`config.mk`:
```
export PLATFORM = sky130hd
export DESIGN_NAME = btob_core
export DESIGN_NICKNAME = d
export VERILOG_FILES = /design/src/design/btob_pkg.sv /design/src/design/btob_core.sv
export SDC_FILE = /design/constraint.sdc
export NUM_CORES = 1
export LEC_CHECK = 0
export ABC_AREA = 1
export BUFFER_PORTS_ARGS = -buffer_cell sky130_fd_sc_hd__buf_2
export CAP_MARGIN = 20
export CORE_MARGIN = 3
export CORE_UTILIZATION = 49
export DETAILED_ROUTE_END_ITERATION = 12
export GPL_TIMING_DRIVEN = 0
export PLACE_DENSITY = 0.85
export SLEW_MARGIN = 20
export SYNTH_ARGS = -nofsm -noshare
export SYNTH_HDL_FRONTEND = slang
export SYNTH_SLANG_ARGS = --single-unit
```
`constraint.sdc`:
```
create_clock -name clk_sys -period 1.9 [get_ports clk_sys]
set_input_delay 0.38 -clock clk_sys [delete_from_list [all_inputs] [get_ports clk_sys]]
set_output_delay 0.38 -clock clk_sys [all_outputs]
set_load 0.03 [all_outputs]
```
`src/design/btob_pkg.sv`:
```
// constants and types for the bit invert / overflow branch decoder
// ============================================================
// Summary of operation
// - opcode 0111 bbba ffffffff inverts bit b of the addressed byte
// - bank bit 0 selects the fixed access bank
// - bank bit 1 combines bank select register with file address
// - extended set, bank bit 0, address <= 5Fh uses indexed offset
// - opcode 1110 0100 nnnnnnnn branches only when overflow is 1
// - offset is signed, doubled and added to program counter
// - target is own address plus 2 plus twice the offset
// - taken branch takes two cycles, second a flush; untaken one
// - skip-if-bit-set with tested bit 1 discards next instruction
// - skip over a two word instruction takes three cycles
package btob_pkg;
  // ============================================================
  // encodings
  localparam logic [3:0]  BTOB_OP_INVERT   = 4'h7;
  localparam logic [7:0]  BTOB_OP_BRANCH   = 8'hE4;
  localparam logic [3:0]  BTOB_OP_SKIP     = 4'hA;
  localparam logic [7:0]  BTOB_INDEX_LIMIT = 8'h5F;
  localparam logic [11:0] BTOB_ACCESS_HI   = 12'hF00;
  localparam logic [7:0]  BTOB_ACCESS_SPLIT = 8'h60;
  localparam logic [20:0] BTOB_PC_STEP     = 21'h000002;
  localparam logic [1:0]  BTOB_PHASE_READ  = 2'h1;
  localparam logic [1:0]  BTOB_PHASE_WRITE = 2'h3;
  localparam logic [1:0]  BTOB_PHASE_LAST  = 2'h3;

  typedef enum logic [1:0] {BTOB_EXEC, BTOB_FLUSH, BTOB_FLUSH2} btob_mode_e;

  typedef struct packed {
    logic [15:0] word;
    logic        valid;
    logic        next_two_word;
  } btob_instr_s;

  typedef struct packed {
    logic [11:0] addr;
    logic        rd;
    logic        wr;
    logic [7:0]  wdata;
  } btob_mem_s;

  typedef struct packed {
    btob_mode_e  mode;
    logic [1:0]  phase;
    logic [15:0] ir;
    logic [7:0]  rdata;
    logic [20:0] pc;
    logic        pc_load;
    logic        flush;
  } btob_state_s;
endpackage

```
`src/design/btob_core.sv`:
```
// decode and execute of bit invert, overflow branch and skip on bit set
`timescale 1ns/1ps
module btob_core (
  input  wire logic                 clk_sys,
  input  wire logic                 reset,
  input  wire btob_pkg::btob_instr_s instr,
  input  wire logic [20:0]          pc_in,
  input  wire logic [3:0]           bank_select_reg,
  input  wire logic                 ext_set_en,
  input  wire logic [7:0]           fsr2_base,
  input  wire logic                 overflow_flag,
  input  wire logic [7:0]           mem_rdata,
  output btob_pkg::btob_mem_s       mem,
  output logic [20:0]               pc_target,
  output logic                      pc_load,
  output logic                      flush,
  output logic [1:0]                phase,
  output logic                      status_we
);
  import btob_pkg::*;

  btob_state_s st_reg;
  btob_state_s st_next;

  // ============================================================
  // address resolution
  function automatic logic [11:0] resolve(input logic [7:0] f,
                                          input logic a);
    if (a) begin
      resolve = {bank_select_reg, f};
    end else if (ext_set_en && f <= BTOB_INDEX_LIMIT) begin
      resolve = {4'h0, fsr2_base + f};
    end else if (f >= BTOB_ACCESS_SPLIT) begin
      resolve = BTOB_ACCESS_HI | {4'h0, f};
    end else begin
      resolve = {4'h0, f};
    end
  endfunction

  function automatic logic [20:0] branch_to(input logic [20:0] pc,
                                            input logic [7:0] n);
    branch_to = pc + BTOB_PC_STEP
              + {{12{n[7]}}, n, 1'b0};
  endfunction

  logic is_invert;
  logic is_branch;
  logic is_skip;
  logic [11:0] op_addr;
  logic [7:0]  bit_mask;
  logic        at_decide;
  logic        skip_hit;

  assign is_invert = st_reg.ir[15:12] == BTOB_OP_INVERT;
  assign is_branch = st_reg.ir[15:8] == BTOB_OP_BRANCH;
  assign is_skip   = st_reg.ir[15:12] == BTOB_OP_SKIP;
  assign op_addr   = resolve(st_reg.ir[7:0], st_reg.ir[8]);
  assign bit_mask  = 8'h01 << st_reg.ir[11:9];
  assign at_decide = st_reg.mode == BTOB_EXEC
                     && st_reg.phase == BTOB_PHASE_LAST;
  assign skip_hit  = is_skip && (st_reg.rdata & bit_mask) != 8'h00;

  // ============================================================
  // next state
  always_comb begin
    st_next = st_reg;
    st_next.phase = st_reg.phase + 2'h1;
    if (st_reg.phase == BTOB_PHASE_LAST) begin
      st_next.pc_load = 1'b0;
      st_next.flush = 1'b0;
      case (st_reg.mode)
        BTOB_FLUSH2: begin
          st_next.mode = BTOB_FLUSH;
          st_next.flush = 1'b1;
        end
        default: begin
          st_next.mode = BTOB_EXEC;
          st_next.ir = instr.valid ? instr.word : 16'h0000;
        end
      endcase
    end
    if (st_reg.phase == 2'h0 && st_reg.mode == BTOB_EXEC) begin
      st_next.ir = instr.valid ? instr.word : 16'h0000;
    end
    if (st_reg.mode == BTOB_EXEC && st_reg.phase == BTOB_PHASE_READ) begin
      st_next.rdata = mem_rdata;
    end
    if (st_reg.mode == BTOB_EXEC && st_reg.phase == BTOB_PHASE_LAST) begin
      if (st_reg.ir[15:8] == BTOB_OP_BRANCH && overflow_flag) begin
        st_next.pc = branch_to(pc_in, st_reg.ir[7:0]);
        st_next.pc_load = 1'b1;
        st_next.flush = 1'b1;
        st_next.mode = BTOB_FLUSH;
      end else if (st_reg.ir[15:12] == BTOB_OP_SKIP
                   && (st_reg.rdata & bit_mask) != 8'h00) begin
        st_next.flush = 1'b1;
        st_next.mode = instr.next_two_word ? BTOB_FLUSH2
                                           : BTOB_FLUSH;
      end
    end
  end

  always_ff @(posedge clk_sys or posedge reset) begin
    if (reset) begin
      st_reg <= '{mode: BTOB_EXEC, phase: 2'h0, ir: 16'h0000,
                  rdata: 8'h00, pc: 21'h000000, pc_load: 1'b0,
                  flush: 1'b0};
    end else begin
      st_reg <= st_next;
    end
  end

  // ============================================================
  // outputs
  always_comb begin
    mem = '0;
    if (st_reg.mode == BTOB_EXEC) begin
      mem.addr = op_addr;
      if ((st_reg.ir[15:12] == BTOB_OP_INVERT
           || st_reg.ir[15:12] == BTOB_OP_SKIP)
          && st_reg.phase == BTOB_PHASE_READ) begin
        mem.rd = 1'b1;
      end
      if (st_reg.ir[15:12] == BTOB_OP_INVERT
          && st_reg.phase == BTOB_PHASE_WRITE) begin
        mem.wr = 1'b1;
        mem.wdata = st_reg.rdata ^ bit_mask;
      end
    end
  end

  assign pc_target = st_reg.pc;
  assign pc_load   = st_reg.pc_load;
  assign flush     = st_reg.flush;
  assign phase     = st_reg.phase;
  assign status_we = 1'b0;

  // ============================================================
  // checks
  a_invert_write_data: assert property (
    @(posedge clk_sys) disable iff (reset)
    mem.wr |-> mem.wdata == ($past(mem_rdata, 2) ^ bit_mask))
    else $error("invert data wrong");
  a_bank_sel_addr: assert property (
    @(posedge clk_sys) disable iff (reset)
    (mem.rd && st_reg.ir[8]) |-> mem.addr[11:8] == bank_select_reg)
    else $error("banked address wrong");
  a_access_bank_addr: assert property (
    @(posedge clk_sys) disable iff (reset)
    (mem.rd && !st_reg.ir[8] && !ext_set_en && st_reg.ir[7])
      |-> mem.addr[11:8] == 4'hF)
    else $error("access bank address wrong");
  a_no_branch_clear: assert property (
    @(posedge clk_sys) disable iff (reset)
    (at_decide && !overflow_flag) |=> !pc_load)
    else $error("branch without overflow");
  a_branch_target: assert property (
    @(posedge clk_sys) disable iff (reset)
    (at_decide && is_branch && overflow_flag)
      |=> pc_load && pc_target == $past(pc_in) + 21'd2
          + {{12{$past(st_reg.ir[7])}}, $past(st_reg.ir[7:0]), 1'b0})
    else $error("branch target wrong");
  a_branch_flush_len: assert property (
    @(posedge clk_sys) disable iff (reset)
    $rose(pc_load) |-> flush [*4] ##1 !flush)
    else $error("flush cycle length wrong");
  a_write_phase: assert property (
    @(posedge clk_sys) disable iff (reset)
    mem.wr |-> phase == BTOB_PHASE_WRITE && $past(mem.rd, 2))
    else $error("write not in phase four");
  a_no_status: assert property (
    @(posedge clk_sys) disable iff (reset)
    !status_we)
    else $error("status altered");

  a_read_phase: assert property (
    @(posedge clk_sys) disable iff (reset)
    mem.rd |-> phase == BTOB_PHASE_READ)
    else $error("read not in phase two");
  a_index_addr: assert property (
    @(posedge clk_sys) disable iff (reset)
    (mem.rd && !st_reg.ir[8] && ext_set_en
     && st_reg.ir[7:0] <= BTOB_INDEX_LIMIT) |-> mem.addr[11:8] == 4'h0)
    else $error("indexed address wrong");
  a_access_low_addr: assert property (
    @(posedge clk_sys) disable iff (reset)
    (mem.rd && !st_reg.ir[8] && !ext_set_en
     && st_reg.ir[7:0] < BTOB_ACCESS_SPLIT) |-> mem.addr == {4'h0, st_reg.ir[7:0]})
    else $error("low access address wrong");
  a_bank_low_byte: assert property (
    @(posedge clk_sys) disable iff (reset)
    (mem.rd && st_reg.ir[8]) |-> mem.addr[7:0] == st_reg.ir[7:0])
    else $error("banked low byte wrong");

  a_untaken_single: assert property (
    @(posedge clk_sys) disable iff (reset)
    (at_decide && is_branch && !overflow_flag) |=> !flush)
    else $error("untaken branch flushed");
  a_skip_discard: assert property (
    @(posedge clk_sys) disable iff (reset)
    (at_decide && skip_hit)
      |=> flush)
    else $error("skip did not discard");
  a_skip_long: assert property (
    @(posedge clk_sys) disable iff (reset)
    (at_decide && skip_hit && instr.next_two_word)
      |=> flush [*8] ##1 !flush)
    else $error("long skip length wrong");
  a_skip_short: assert property (
    @(posedge clk_sys) disable iff (reset)
    (at_decide && skip_hit && !instr.next_two_word)
      |=> flush [*4] ##1 !flush)
    else $error("short skip length wrong");
  a_invert_no_flush: assert property (
    @(posedge clk_sys) disable iff (reset)
    (at_decide && is_invert) |=> !flush && !pc_load)
    else $error("invert took extra cycle");
  a_flush_quiet: assert property (
    @(posedge clk_sys) disable iff (reset)
    flush |-> !mem.rd && !mem.wr)
    else $error("memory access in flush");
  a_target_stable: assert property (
    @(posedge clk_sys) disable iff (reset)
    (pc_load && $past(pc_load)) |-> $stable(pc_target))
    else $error("target moved during load");
endmodule

```
Word level (Yosys, flattened, before mapping)
Index checks and enable logic that the tools add are counted.

Flip-flop bits (word level): 51. Input bits: 63. Output and inout bits: 48. Logic and storage cells: 60.

$add $sub $neg: 4. $lt $le $gt $ge: 2. Equality and inequality tests: 7. Shift-type cells: 1. Multiplexer cells: 22. Bitwise operators: 2. Reductions and logical operators: 15.

Operators with widths (number): 2-to-1 mux 16 bit (4); 2-to-1 mux 12 bit (3); 2-to-1 mux 22 bit (1); adder 21 x 2 -> 21 bit (second input constant) (1); adder 21 bit (1); 2-to-1 mux 2 bit (7); 2-to-1 mux 9 bit (1); adder 8 bit (1); AND 8 bit (1); == test 8 bit (second input constant) (1); greater-or-equal comparator 8 x 7 -> 1 bit (second input constant) (1); <= comparator 8 x 7 -> 1 bit (second input constant) (1); logical AND 1 bit (8); nonzero test 8 bit (1); << shifter 1 x 3 -> 8 bit (first input constant) (1); bitwise XOR 8 bit (1); 2-to-1 mux 1 bit (6); == test 2 bit (second input constant) (2); == test 4 x 3 -> 1 bit (second input constant) (1); == test 4 bit (second input constant) (1); zero test 2 bit (2); AND reduction 2 bit (2); adder 2 x 1 -> 2 bit (second input constant) (1); == test 2 x 1 -> 1 bit (second input constant) (1); other kinds (3) (3).

Logic depth before layout (Yosys ltp)
Gate-level depths: netlist of the first run.

Depth in word-level cells: 7. Mapped depth: 16. Mapped depth without buffers: 16.

Least setup slack after synthesis of the first run
OpenSTA, ideal clock, no wires.

Path type: input to output. From: input fsr2_base[0]. To: output mem[14] (netlist name). Arrival time: 1.758 ns. Required time: 1.520 ns. Path slack: -0.238 ns. Stages on the path: 7. Path buffers: 0. Cells stage by stage: ha_1 > inv_1 > fa_1 > inv_1 > a31oi_1 > xor2_1 > a21oi_1.

RTL lines: start, declared (line btob_core.sv:10) `input wire logic [7:0] fsr2_base,`; end, declared (line btob_core.sv:13) `output btob_pkg::btob_mem_s mem,`.

==> impl_metrics.json, run 1 <==
{
  "synth.top_cell.area_share_pct": 30.62,
  "clk_pin_slew_ps": 110,
  "cts_max_path_buffers": 2,
  "htreeDepth": 2,
  "finalWeightedCongestion": 0.9277,
  "fmax_ghz": 0.4251,
  "grt_max_degree": 34,
  "post-dp-hpwl_um": 8343,
  "synthFlopType": "dfrtp_1",
  "finalCriticalPeriod_ps": 2352,
  "grt_pass1_vias": 4593,
  "drtIter0Drc": 235,
  "wl_um": 16830,
  "maxSlewViolCount": 0,
  "hold_viol": 0,
  "netlist_instances": 555,
  "wl_per_cell_um": 20.18,
  "viasPerCell": 5.777,
  "grt_pass1_wl_um": 21540,
  "peakVddDrop_mv": 0.4164,
  "yosysTopAreaCell": "dfrtp_1",
  "worst_hold_slack_ps": 42.93,
  "hold_path.class": "in2async",
  "syn_area_per_cell_um2": 7.509,
  "cts-root-buf": "clkbuf_8",
  "synthXorXnorAreaFrac_pct": 2.522,
  "clk_latency_ps": 320,
  "die-area_mm2": 0.009648,
  "rsz0062_at_grt": "yes",
  "ys_seq_area_share_pct": 30.62,
  "arrival_ps": 1970,
  "overflow": 0,
  "crit_type": "reg2out",
  "synth_area_mm2": 0.004168,
  "synth_compound_area_share_pct": 9.637,
  "synth_top_family_by_area": "simple AND/OR/NAND/NOR gates",
  "cts_tree": "built",
  "cts-buffers-inserted": 5,
  "fin_util_pct": 85.97,
  "syn_nets": 675,
  "place_area_mm2": 0.004901,
  "finalSetupViolations": 35,
  "path_max_fanout": 4,
  "synth_edf_count": 0,
  "clkSinkCount": 51,
  "ant_nets": 0,
  "leakage_nw": 3.456,
  "antenna_found_initial": 0,
  "syn_to_final_growth_pct": 70.34,
  "outcome": "complete, but fails checks",
  "antenna_cells": 0,
  "num_vias": 4818,
  "pin_count": 111,
  "ys_types": 33,
  "synth_fa_ha_area_share_pct": 17.47,
  "place_ws_ps": -349.7,
  "initial_core_util_pct": 50.47,
  "yosys-top-cells-area": "dfrtp_1 31%, ha_1 17%, nand2_1 12%",
  "crit_path_end_kind": "output port",
  "finalCritPeriodShare_pct": 123.8,
  "die_w_um": 98.23,
  "async_flop_share_pct": 100.0,
  "power_density_mw_per_mm2": 546.5,
  "skew_ps": 8.716,
  "rows": 33,
  "core_area_mm2": 0.008258,
  "synth_simple_gate_area_share_pct": 25.16,
  "violations": "negative setup slack",
  "firstDrtPassIters": 5,
  "fin_ws_ps": -452.2,
  "synth_warnings": 0,
  "drive_gt1_share_pct": 60.63,
  "tns_ps": -7985,
  "fin_area_mm2": 0.007099,
  "worstPathRequired_ps": 1520,
  "largest_reg_flops": 26,
  "muxShareOfSynthArea_pct": 2.162,
  "r2r_start": "st_reg[38]",
  "crit_start": "st_reg[35]",
  "io_buffers": 108,
  "drv_cap": 0,
  "layout.nets": 848,
  "synth_seq_cells": 51,
  "track_usage_pct": 27.30,
  "drc_errors": 0,
  "die_h_um": 98.23,
  "start_kind": "register"
}
-- worst paths after layout --
kind / cells after the start / endpoint / slack (ps)
setup / recovery: 8 / mem[17] / -450
hold / removal: 2 / pc_target[0] / 40
setup reg to reg: 13 / pc_target[15] / -420
hold reg to reg: 2 / pc_target[20] / 500
max in group asynchronous: 3 / st_reg[32] / 1300
min in group clk_sys: 3 / pc_target[0] / 250
-- timing repair --
action | 4_1_cts | 5_1_grt
setup endpoints to repair | 37 | 53
gates resized for setup | 180 | 186
cloned | 1 | 0
hold buffers | 0 | 0
buffers inserted | 27 | 30
pin swaps | 47 | 75
-- worst max-delay path: stages (launching register included) --
cell and delay, ps:
dfrtp_2 450, ha_4 300, nand2_1 80, nor2_1 160, nand2_2 90, nand3b_1 120, nand3_2 140, a21oi_4 160
buf_6 150
-- layout make-up --
| type | count | area, um^2 |
|---|---|---|
| Buffer | 32 | 230.2 |
| Timing Repair Buffer | 165 | 1220 |
| Clock buffer | 5 | 68.82 |
| Fill cell | 405 | 1159 |
| Tap cell | 105 | 131.4 |
| Multi-Input combinational cell | 397 | 3792 |
| Sequential cell | 51 | 1286 |
| Inverter | 76 | 302.8 |
| Clock inverter | 3 | 67.56 |
-- metal layers --
metal  part of all wire, %  GRT usage (%)  vias to the layer above
met5                     0              0                        -
met4                   5.2          8.508                        0
met3                   7.3          5.286                       85
met2                    53          52.25                      307
met1                    35          30.18                     2289
li1                      -              -                     2137
-- where the power goes --
group | switching, mW | internal (mW)
Sequential | 0.0393 | 1.12
Combinational | 0.986 | 0.785
Clock | 0.421 | 0.526
Total | 1.45 | 2.43
-- Yosys cell counts (2+ instances only) --
cell and count:
a21oi_1 35, and2_1 2, buf_2 3, buf_4 24, buf_6 2, clkbuf_1 3, dfrtp_1 51, fa_1 2
ha_1 55, inv_1 71, inv_2 4, mux2_2 8, nand2_1 130, nand3_1 49, nand3b_1 5, nand4_1 3
nor2_1 34, nor2_4 2, nor3_1 10, nor4_1 3, o21ai_0 29, o21ai_1 9, xnor2_1 5, xor2_1 7
-- cells in the final DEF, fill, tap and decap left out, types with 4 or more instances in the layout --
cell type  Yosys  layout
buf_2          3      90
nand2_1      130      75
buf_4         24      59
inv_1         71      49
dfrtp_1       51      43
ha_4           0      41
buf_6          2      39
nand2_2        0      37
nand3_1       49      25
inv_2          4      19
o21ai_0       29      19
nor2_4         2      18
o21ai_1        9      18
a21oi_2        0      17
nand2_4        0      16
nand3_2        1      15
ha_1          55      12
nand3_4        1      11
a21oi_4        0      10
nor2_2         0      10
nor2_1        34       8
a21oi_1       35       8
mux2_2         8       8
dfrtp_2        0       8
inv_4          0       7
nor3_2         0       7
xor2_1         7       6
nand3b_1       5       5
clkbuf_8       0       5
xnor2_2        0       4
-- per-stage QoR --
stage	cells	power [mW]
2_1_floorplan	555	1.792
3_3_place_gp	768	2.019
3_5_place_dp	769	2.047
4_1_cts	805	3.358
5_1_grt	834	4.008
6_report	834	3.880
-- cells by family after synthesis --
logic type	count (synthesis)
multiplexers	8
flip-flops	51
adder cells (fa/ha/maj)	57
AO/OA/AOI/OAI	78
buffers and inverters	108
XOR/XNOR	12
other	1
AND/OR/NAND/NOR	240
(Power assumes the default switching activity.)
==> run 2: changes to the inputs <==
- CORE_UTILIZATION: 49 -> 54
- GPL_ROUTABILITY_DRIVEN: not set -> 0
- GPL_TIMING_DRIVEN: 0 -> not set
- PLACE_DENSITY: 0.85 -> 0.89
- clock period: 1.9 -> 2.7 ns (I/O delays scaled with it)
==> run 2 against run 1 <==
Against the previous run: the flow now finishes without violations; combinational power decreased by 66%; hold slack improved by 360 ps; sequential power decreased by 30%; total power decreased by 51%; first-iteration DRC count decreased by 40%; count of clock-buffer cells in the layout unchanged; global-route usage decreased by 4.1 points; critical path depth increased by 1; critical path type unchanged; critical endpoint unchanged.
==> impl_metrics.json, run 2 (same netlist as run 1, synthesis figures left out) <==
{
  "wl_per_cell_um": 13.24,
  "maxSlewViolCount": 0,
  "crit_type": "reg2out",
  "finalSetupViolations": 0,
  "drtIter0Drc": 142,
  "postCtsSetupBuffers": 0,
  "cts-root-buf": "clkbuf_8",
  "worst-path-buf-inv": 1,
  "rows": 31,
  "syn_to_final_growth_pct": 13.81,
  "start_kind": "register",
  "r2r-end": "pc_target[14]",
  "clkSinkCount": 51,
  "tns_ps": 0,
  "finalCriticalPeriod_ps": 2587,
  "antenna_cells": 0,
  "nFillCells": 655,
  "path_max_fanout": 5,
  "crit_path_frequent_cell": "nand2_1",
  "r2r_slack_ps": 390,
  "outcome": "complete, no violations",
  "io_buffers": 109,
  "wl_um": 9827,
  "power_density_mw_per_mm2": 397.0,
  "die-area_mm2": 0.008808,
  "fin_util_pct": 64.36,
  "core_area_mm2": 0.007370,
  "slew_headroom_pct": 56.24,
  "cts-buffers-inserted": 5,
  "cp_top_family": "flip-flops",
  "cts_max_path_buffers": 2,
  "r2r_cells": 14,
  "grt_pass1_vias": 3811,
  "slowest_delay_ps": 450,
  "r2r_start": "st_reg[32]",
  "clk_pin_slew_ps": 110,
  "crit_path_end_kind": "output port",
  "htreeDepth": 2,
  "grt_max_degree": 52,
  "die_w_um": 93.85,
  "drv_cap": 0,
  "fin_ws_ps": 112.6,
  "path_cells": "ha_1, a21oi_1, nand2_1, nand2_1, nand2_1, nand2_1, nand3_1, a21oi_1, buf_2",
  "ant_nets": 0,
  "place_ws_ps": 190.2,
  "cts.repair.resized": 1,
  "finalCritPeriodShare_pct": 95.83,
  "tightest_slew_ps": 656.4,
  "grt_pass1_wl_um": 16760,
  "drive_gt1_share_pct": 22.08,
  "hold_path.class": "in2async",
  "track_usage_pct": 23.17,
  "leakage_nw": 2.788,
  "overflow": 0,
  "drc_errors": 0,
  "layout.nets": 762,
  "skew_ps": 10.78,
  "largest_reg_flops": 26,
  "critPathSlowestCell": "dfrtp_1",
  "final_common_cell": "nand2_1",
  "viasPerCell": 5.299,
  "die_h_um": 93.85,
  "hold_viol": 0,
  "clk_latency_ps": 300,
  "worstPathRequired_ps": 2160,
  "initial_core_util_pct": 56.55,
  "antenna_found_initial": 0,
  "fmax_ghz": 0.3865,
  "firstDrtPassIters": 6,
  "rsz0062_at_grt": "no",
  "finalPower_mw": 1.883,
  "cts_hold_buf": 0,
  "layout_common_cells": "130 x nand2_1, 108 x buf_2, 70 x inv_1",
  "post-dp-hpwl_um": 7846,
  "pin_count": 111,
  "peakVddDrop_mv": 0.1994,
  "arrival_ps": 2050,
  "cts_tree": "built",
  "num_vias": 3932
}
==> run 2: cell types whose count changed in the layout (fill, tap and decap cells not counted), moves of 26 or more <==
cell     previous run  this run
nand2_2            37         0
nand2_1            75       130
ha_4               41         0
nor2_1              8        34
ha_1               12        55
buf_4              59         3
buf_6              39         0
==> run 2: worst max path at each step <==
stage / endpoint / slack, ps / start / cells past startpoint
2_1_floorplan: mem[14] / 240 / fsr2_base[0] / 7
3_3_place_gp: mem[16] / 240 / fsr2_base[0] / 12
3_5_place_dp: mem[16] / 190 / fsr2_base[0] / 12
4_1_cts: mem[17] / 70 / st_reg[35] / 8
5_1_grt: mem[17] / 10 / st_reg[35] / 8
6_report: mem[17] / 110 / st_reg[33] / 9
==> run 2: per-layer routing <==
metal | global-route usage (%) | wire (um)
met5 | 0 | 0
met4 | 4.934 | 124
met3 | 2.965 | 572
met2 | 41.51 | 4992
met1 | 29.73 | 4138
==> run 2: report_power, final <==
part / total [mW] / switching, mW / internal [mW]
sequential: 0.815 / 0.0265 / 0.788
combinational: 0.599 / 0.375 / 0.224
clock: 0.469 / 0.278 / 0.191
==> run 2: cell type report <==
cell class	count	area [um^2]	area share [%]
clock inverters	3	26.28	0.5539
repair buffers	112	570.5	12.03
clock buffers	5	68.82	1.451
flip-flops and latches	51	1277	26.93
multi-input cells	396	2391	50.41
well taps	99	123.9	2.611
inverters	76	285.3	6.014
==> run 2: worst register-to-register path: cells and delay by family (launching register included) <==
family / cells / cell delay (ps)
adders and majority gates: 3 / 880
buffers and inverters: 2 / 170
DFF: 1 / 450
and+or+nand+nor: 9 / 700
==> run 2: metrics by stage <==
step           hold slack [ps]  cells  cell area (um^2)
2_1_floorplan            450.0    555              4168
4_1_cts                  406.5    742              4731
3_3_place_gp             458.2    734              4634
3_5_place_dp             464.2    734              4634
5_1_grt                  418.3    742              4743
6_report                 401.6    742              4743
==> run 3: changes to the inputs <==
- CORE_ASPECT_RATIO: not set -> 1.5
==> run 3 against run 2 <==
Against the previous run: die area up 0.25%; design area up 0.32%; setup slack better by 32 ps; maximum frequency up 1.3%; global-route usage up 0.56 points; register-to-register slack worse by 60 ps; wire length down 0.22%; core utilization up 0.20 points; count of clock-buffer cells in the layout unchanged; hold slack worse by 27 ps; sequential power about the same.
==> impl_metrics.json, run 3 (same netlist as run 1, synthesis figures left out) <==
{
  "tightest_slew_ps": 648.7,
  "largest_reg_flops": 26,
  "post-dp-hpwl_um": 7831,
  "final_common_cell": "nand2_1",
  "viasPerCell": 5.255,
  "peakVddDrop_mv": 0.3322,
  "die_w_um": 77.73,
  "hold_path.class": "in2async",
  "place_area_mm2": 0.004628,
  "io_buffers": 109,
  "drc_errors": 0,
  "layout.nets": 761,
  "hold_viol": 0,
  "tns_ps": 0,
  "arrival_ps": 2020,
  "outcome": "complete, no violations",
  "crit_type": "reg2out",
  "die_h_um": 113.6,
  "multiInputGateArea_mm2": 0.002410,
  "start_kind": "register",
  "clk_pin_slew_ps": 120,
  "power_density_mw_per_mm2": 399.1,
  "cts_max_path_buffers": 2,
  "grt_pass1_vias": 4024,
  "layout_common_cells": "130 x nand2_1, 107 x buf_2, 70 x inv_1",
  "core_area_mm2": 0.007370,
  "drive_gt1_share_pct": 22.12,
  "die-area_mm2": 0.008830,
  "cts-buffers-inserted": 5,
  "nFillCells": 620,
  "cts_tree": "built",
  "wl_per_cell_um": 13.21,
  "fin_area_mm2": 0.004758,
  "initial_core_util_pct": 56.55,
  "slew_headroom_pct": 56.75,
  "num_vias": 3899,
  "grt_pass1_wl_um": 17090,
  "grt_max_degree": 52,
  "path_max_fanout": 14,
  "finalPower_mw": 1.899,
  "track_usage_pct": 23.73,
  "antenna_found_initial": 0,
  "fin_util_pct": 64.57,
  "wl_um": 9805,
  "fmax_ghz": 0.3914,
  "firstDrtPassIters": 5,
  "regArea_mm2": 0.001277,
  "finalSetupViolations": 0,
  "finalCritPeriodShare_pct": 94.63,
  "clkSinkCount": 51,
  "overflow": 0,
  "skew_ps": 21.92,
  "pin_count": 111,
  "ant_nets": 0,
  "finalCriticalPeriod_ps": 2555,
  "drtIter0Drc": 219,
  "syn_to_final_growth_pct": 14.17,
  "antenna_cells": 0,
  "maxSlewViolCount": 0,
  "clk_latency_ps": 330,
  "rows": 38,
  "rsz0062_at_grt": "no",
  "finalNonFillerCells": 742,
  "leakage_nw": 2.782,
  "cts-root-buf": "clkbuf_8",
  "drv_cap": 0,
  "r2r_slack_ps": 330,
  "htreeDepth": 2,
  "crit_path_end_kind": "output port",
  "worstPathRequired_ps": 2160,
  "dp_cells": 734
}
==> run 3: cell count changes in the layout (fill, tap and decap cells not counted) <==
cell,previous run,this run
buf_4,3,4
clkbuf_4,1,0
buf_2,108,107
a21oi_2,3,1
ha_1,55,53
a21oi_1,32,33
ha_2,0,1
a21oi_4,0,1
ha_4,0,1
==> run 3: worst paths after layout <==
check	cells after the start	end	from
setup / recovery	6	mem[11]	st_reg[38]
hold / removal	3	phase[0]	reset
setup reg to reg	14	pc_target[14]	st_reg[32]
hold reg to reg	2	pc_target[13]	pc_target[13]
max in group asynchronous	3	st_reg[38]	reset
min in group clk_sys	3	pc_target[0]	pc_in[0]
==> run 3: worst max-delay path, cell delays in order (launching register included) <==
cell and delay, ps:
dfrtp_2 550, a21oi_1 280, nand3_2 160, inv_1 190, o21ai_0 110, a21oi_1 170, buf_2 230
==> run 3: power breakdown <==
part	leakage, nW	switching [mW]	internal, mW
clock	0.0491	0.291	0.192
combinational	2.06	0.375	0.227
sequential	0.671	0.0254	0.788
==> run 3: final cells by class <==
class                   instances  share of cell area, %
clock inverters                 3                 0.5522
inverters                      76                  5.995
well taps                     100                  2.630
repair buffers                111                  11.89
multi-input cells             396                  50.64
clock buffers                   5                  1.446
flip-flops and latches         51                  26.85
==> run 3: timing repair <==
| item | 4_1_cts | 5_1_grt |
|---|---|---|
| hold buffers | 0 | 0 |
| gates resized for setup | 0 | 10 |
| buffers inserted | 0 | 0 |
| setup endpoints to repair | 0 | 6 |
==> run 3: per-layer routing <==
layer	global-route usage, %	routed length (um)	up-vias
li1	-	-	1962
met1	25.88	3642	1748
met2	45.54	5311	163
met3	3.239	571	26
met4	9.026	280	0
met5	0	0	-
==> run 3: per-stage QoR <==
step	setup slack [ps]	hold slack (ps)
2_1_floorplan	242.0	450.0
3_3_place_gp	235.7	457.6
3_5_place_dp	135.3	461.2
4_1_cts	34.60	397.0
5_1_grt	11.76	402.5
6_report	144.9	374.8
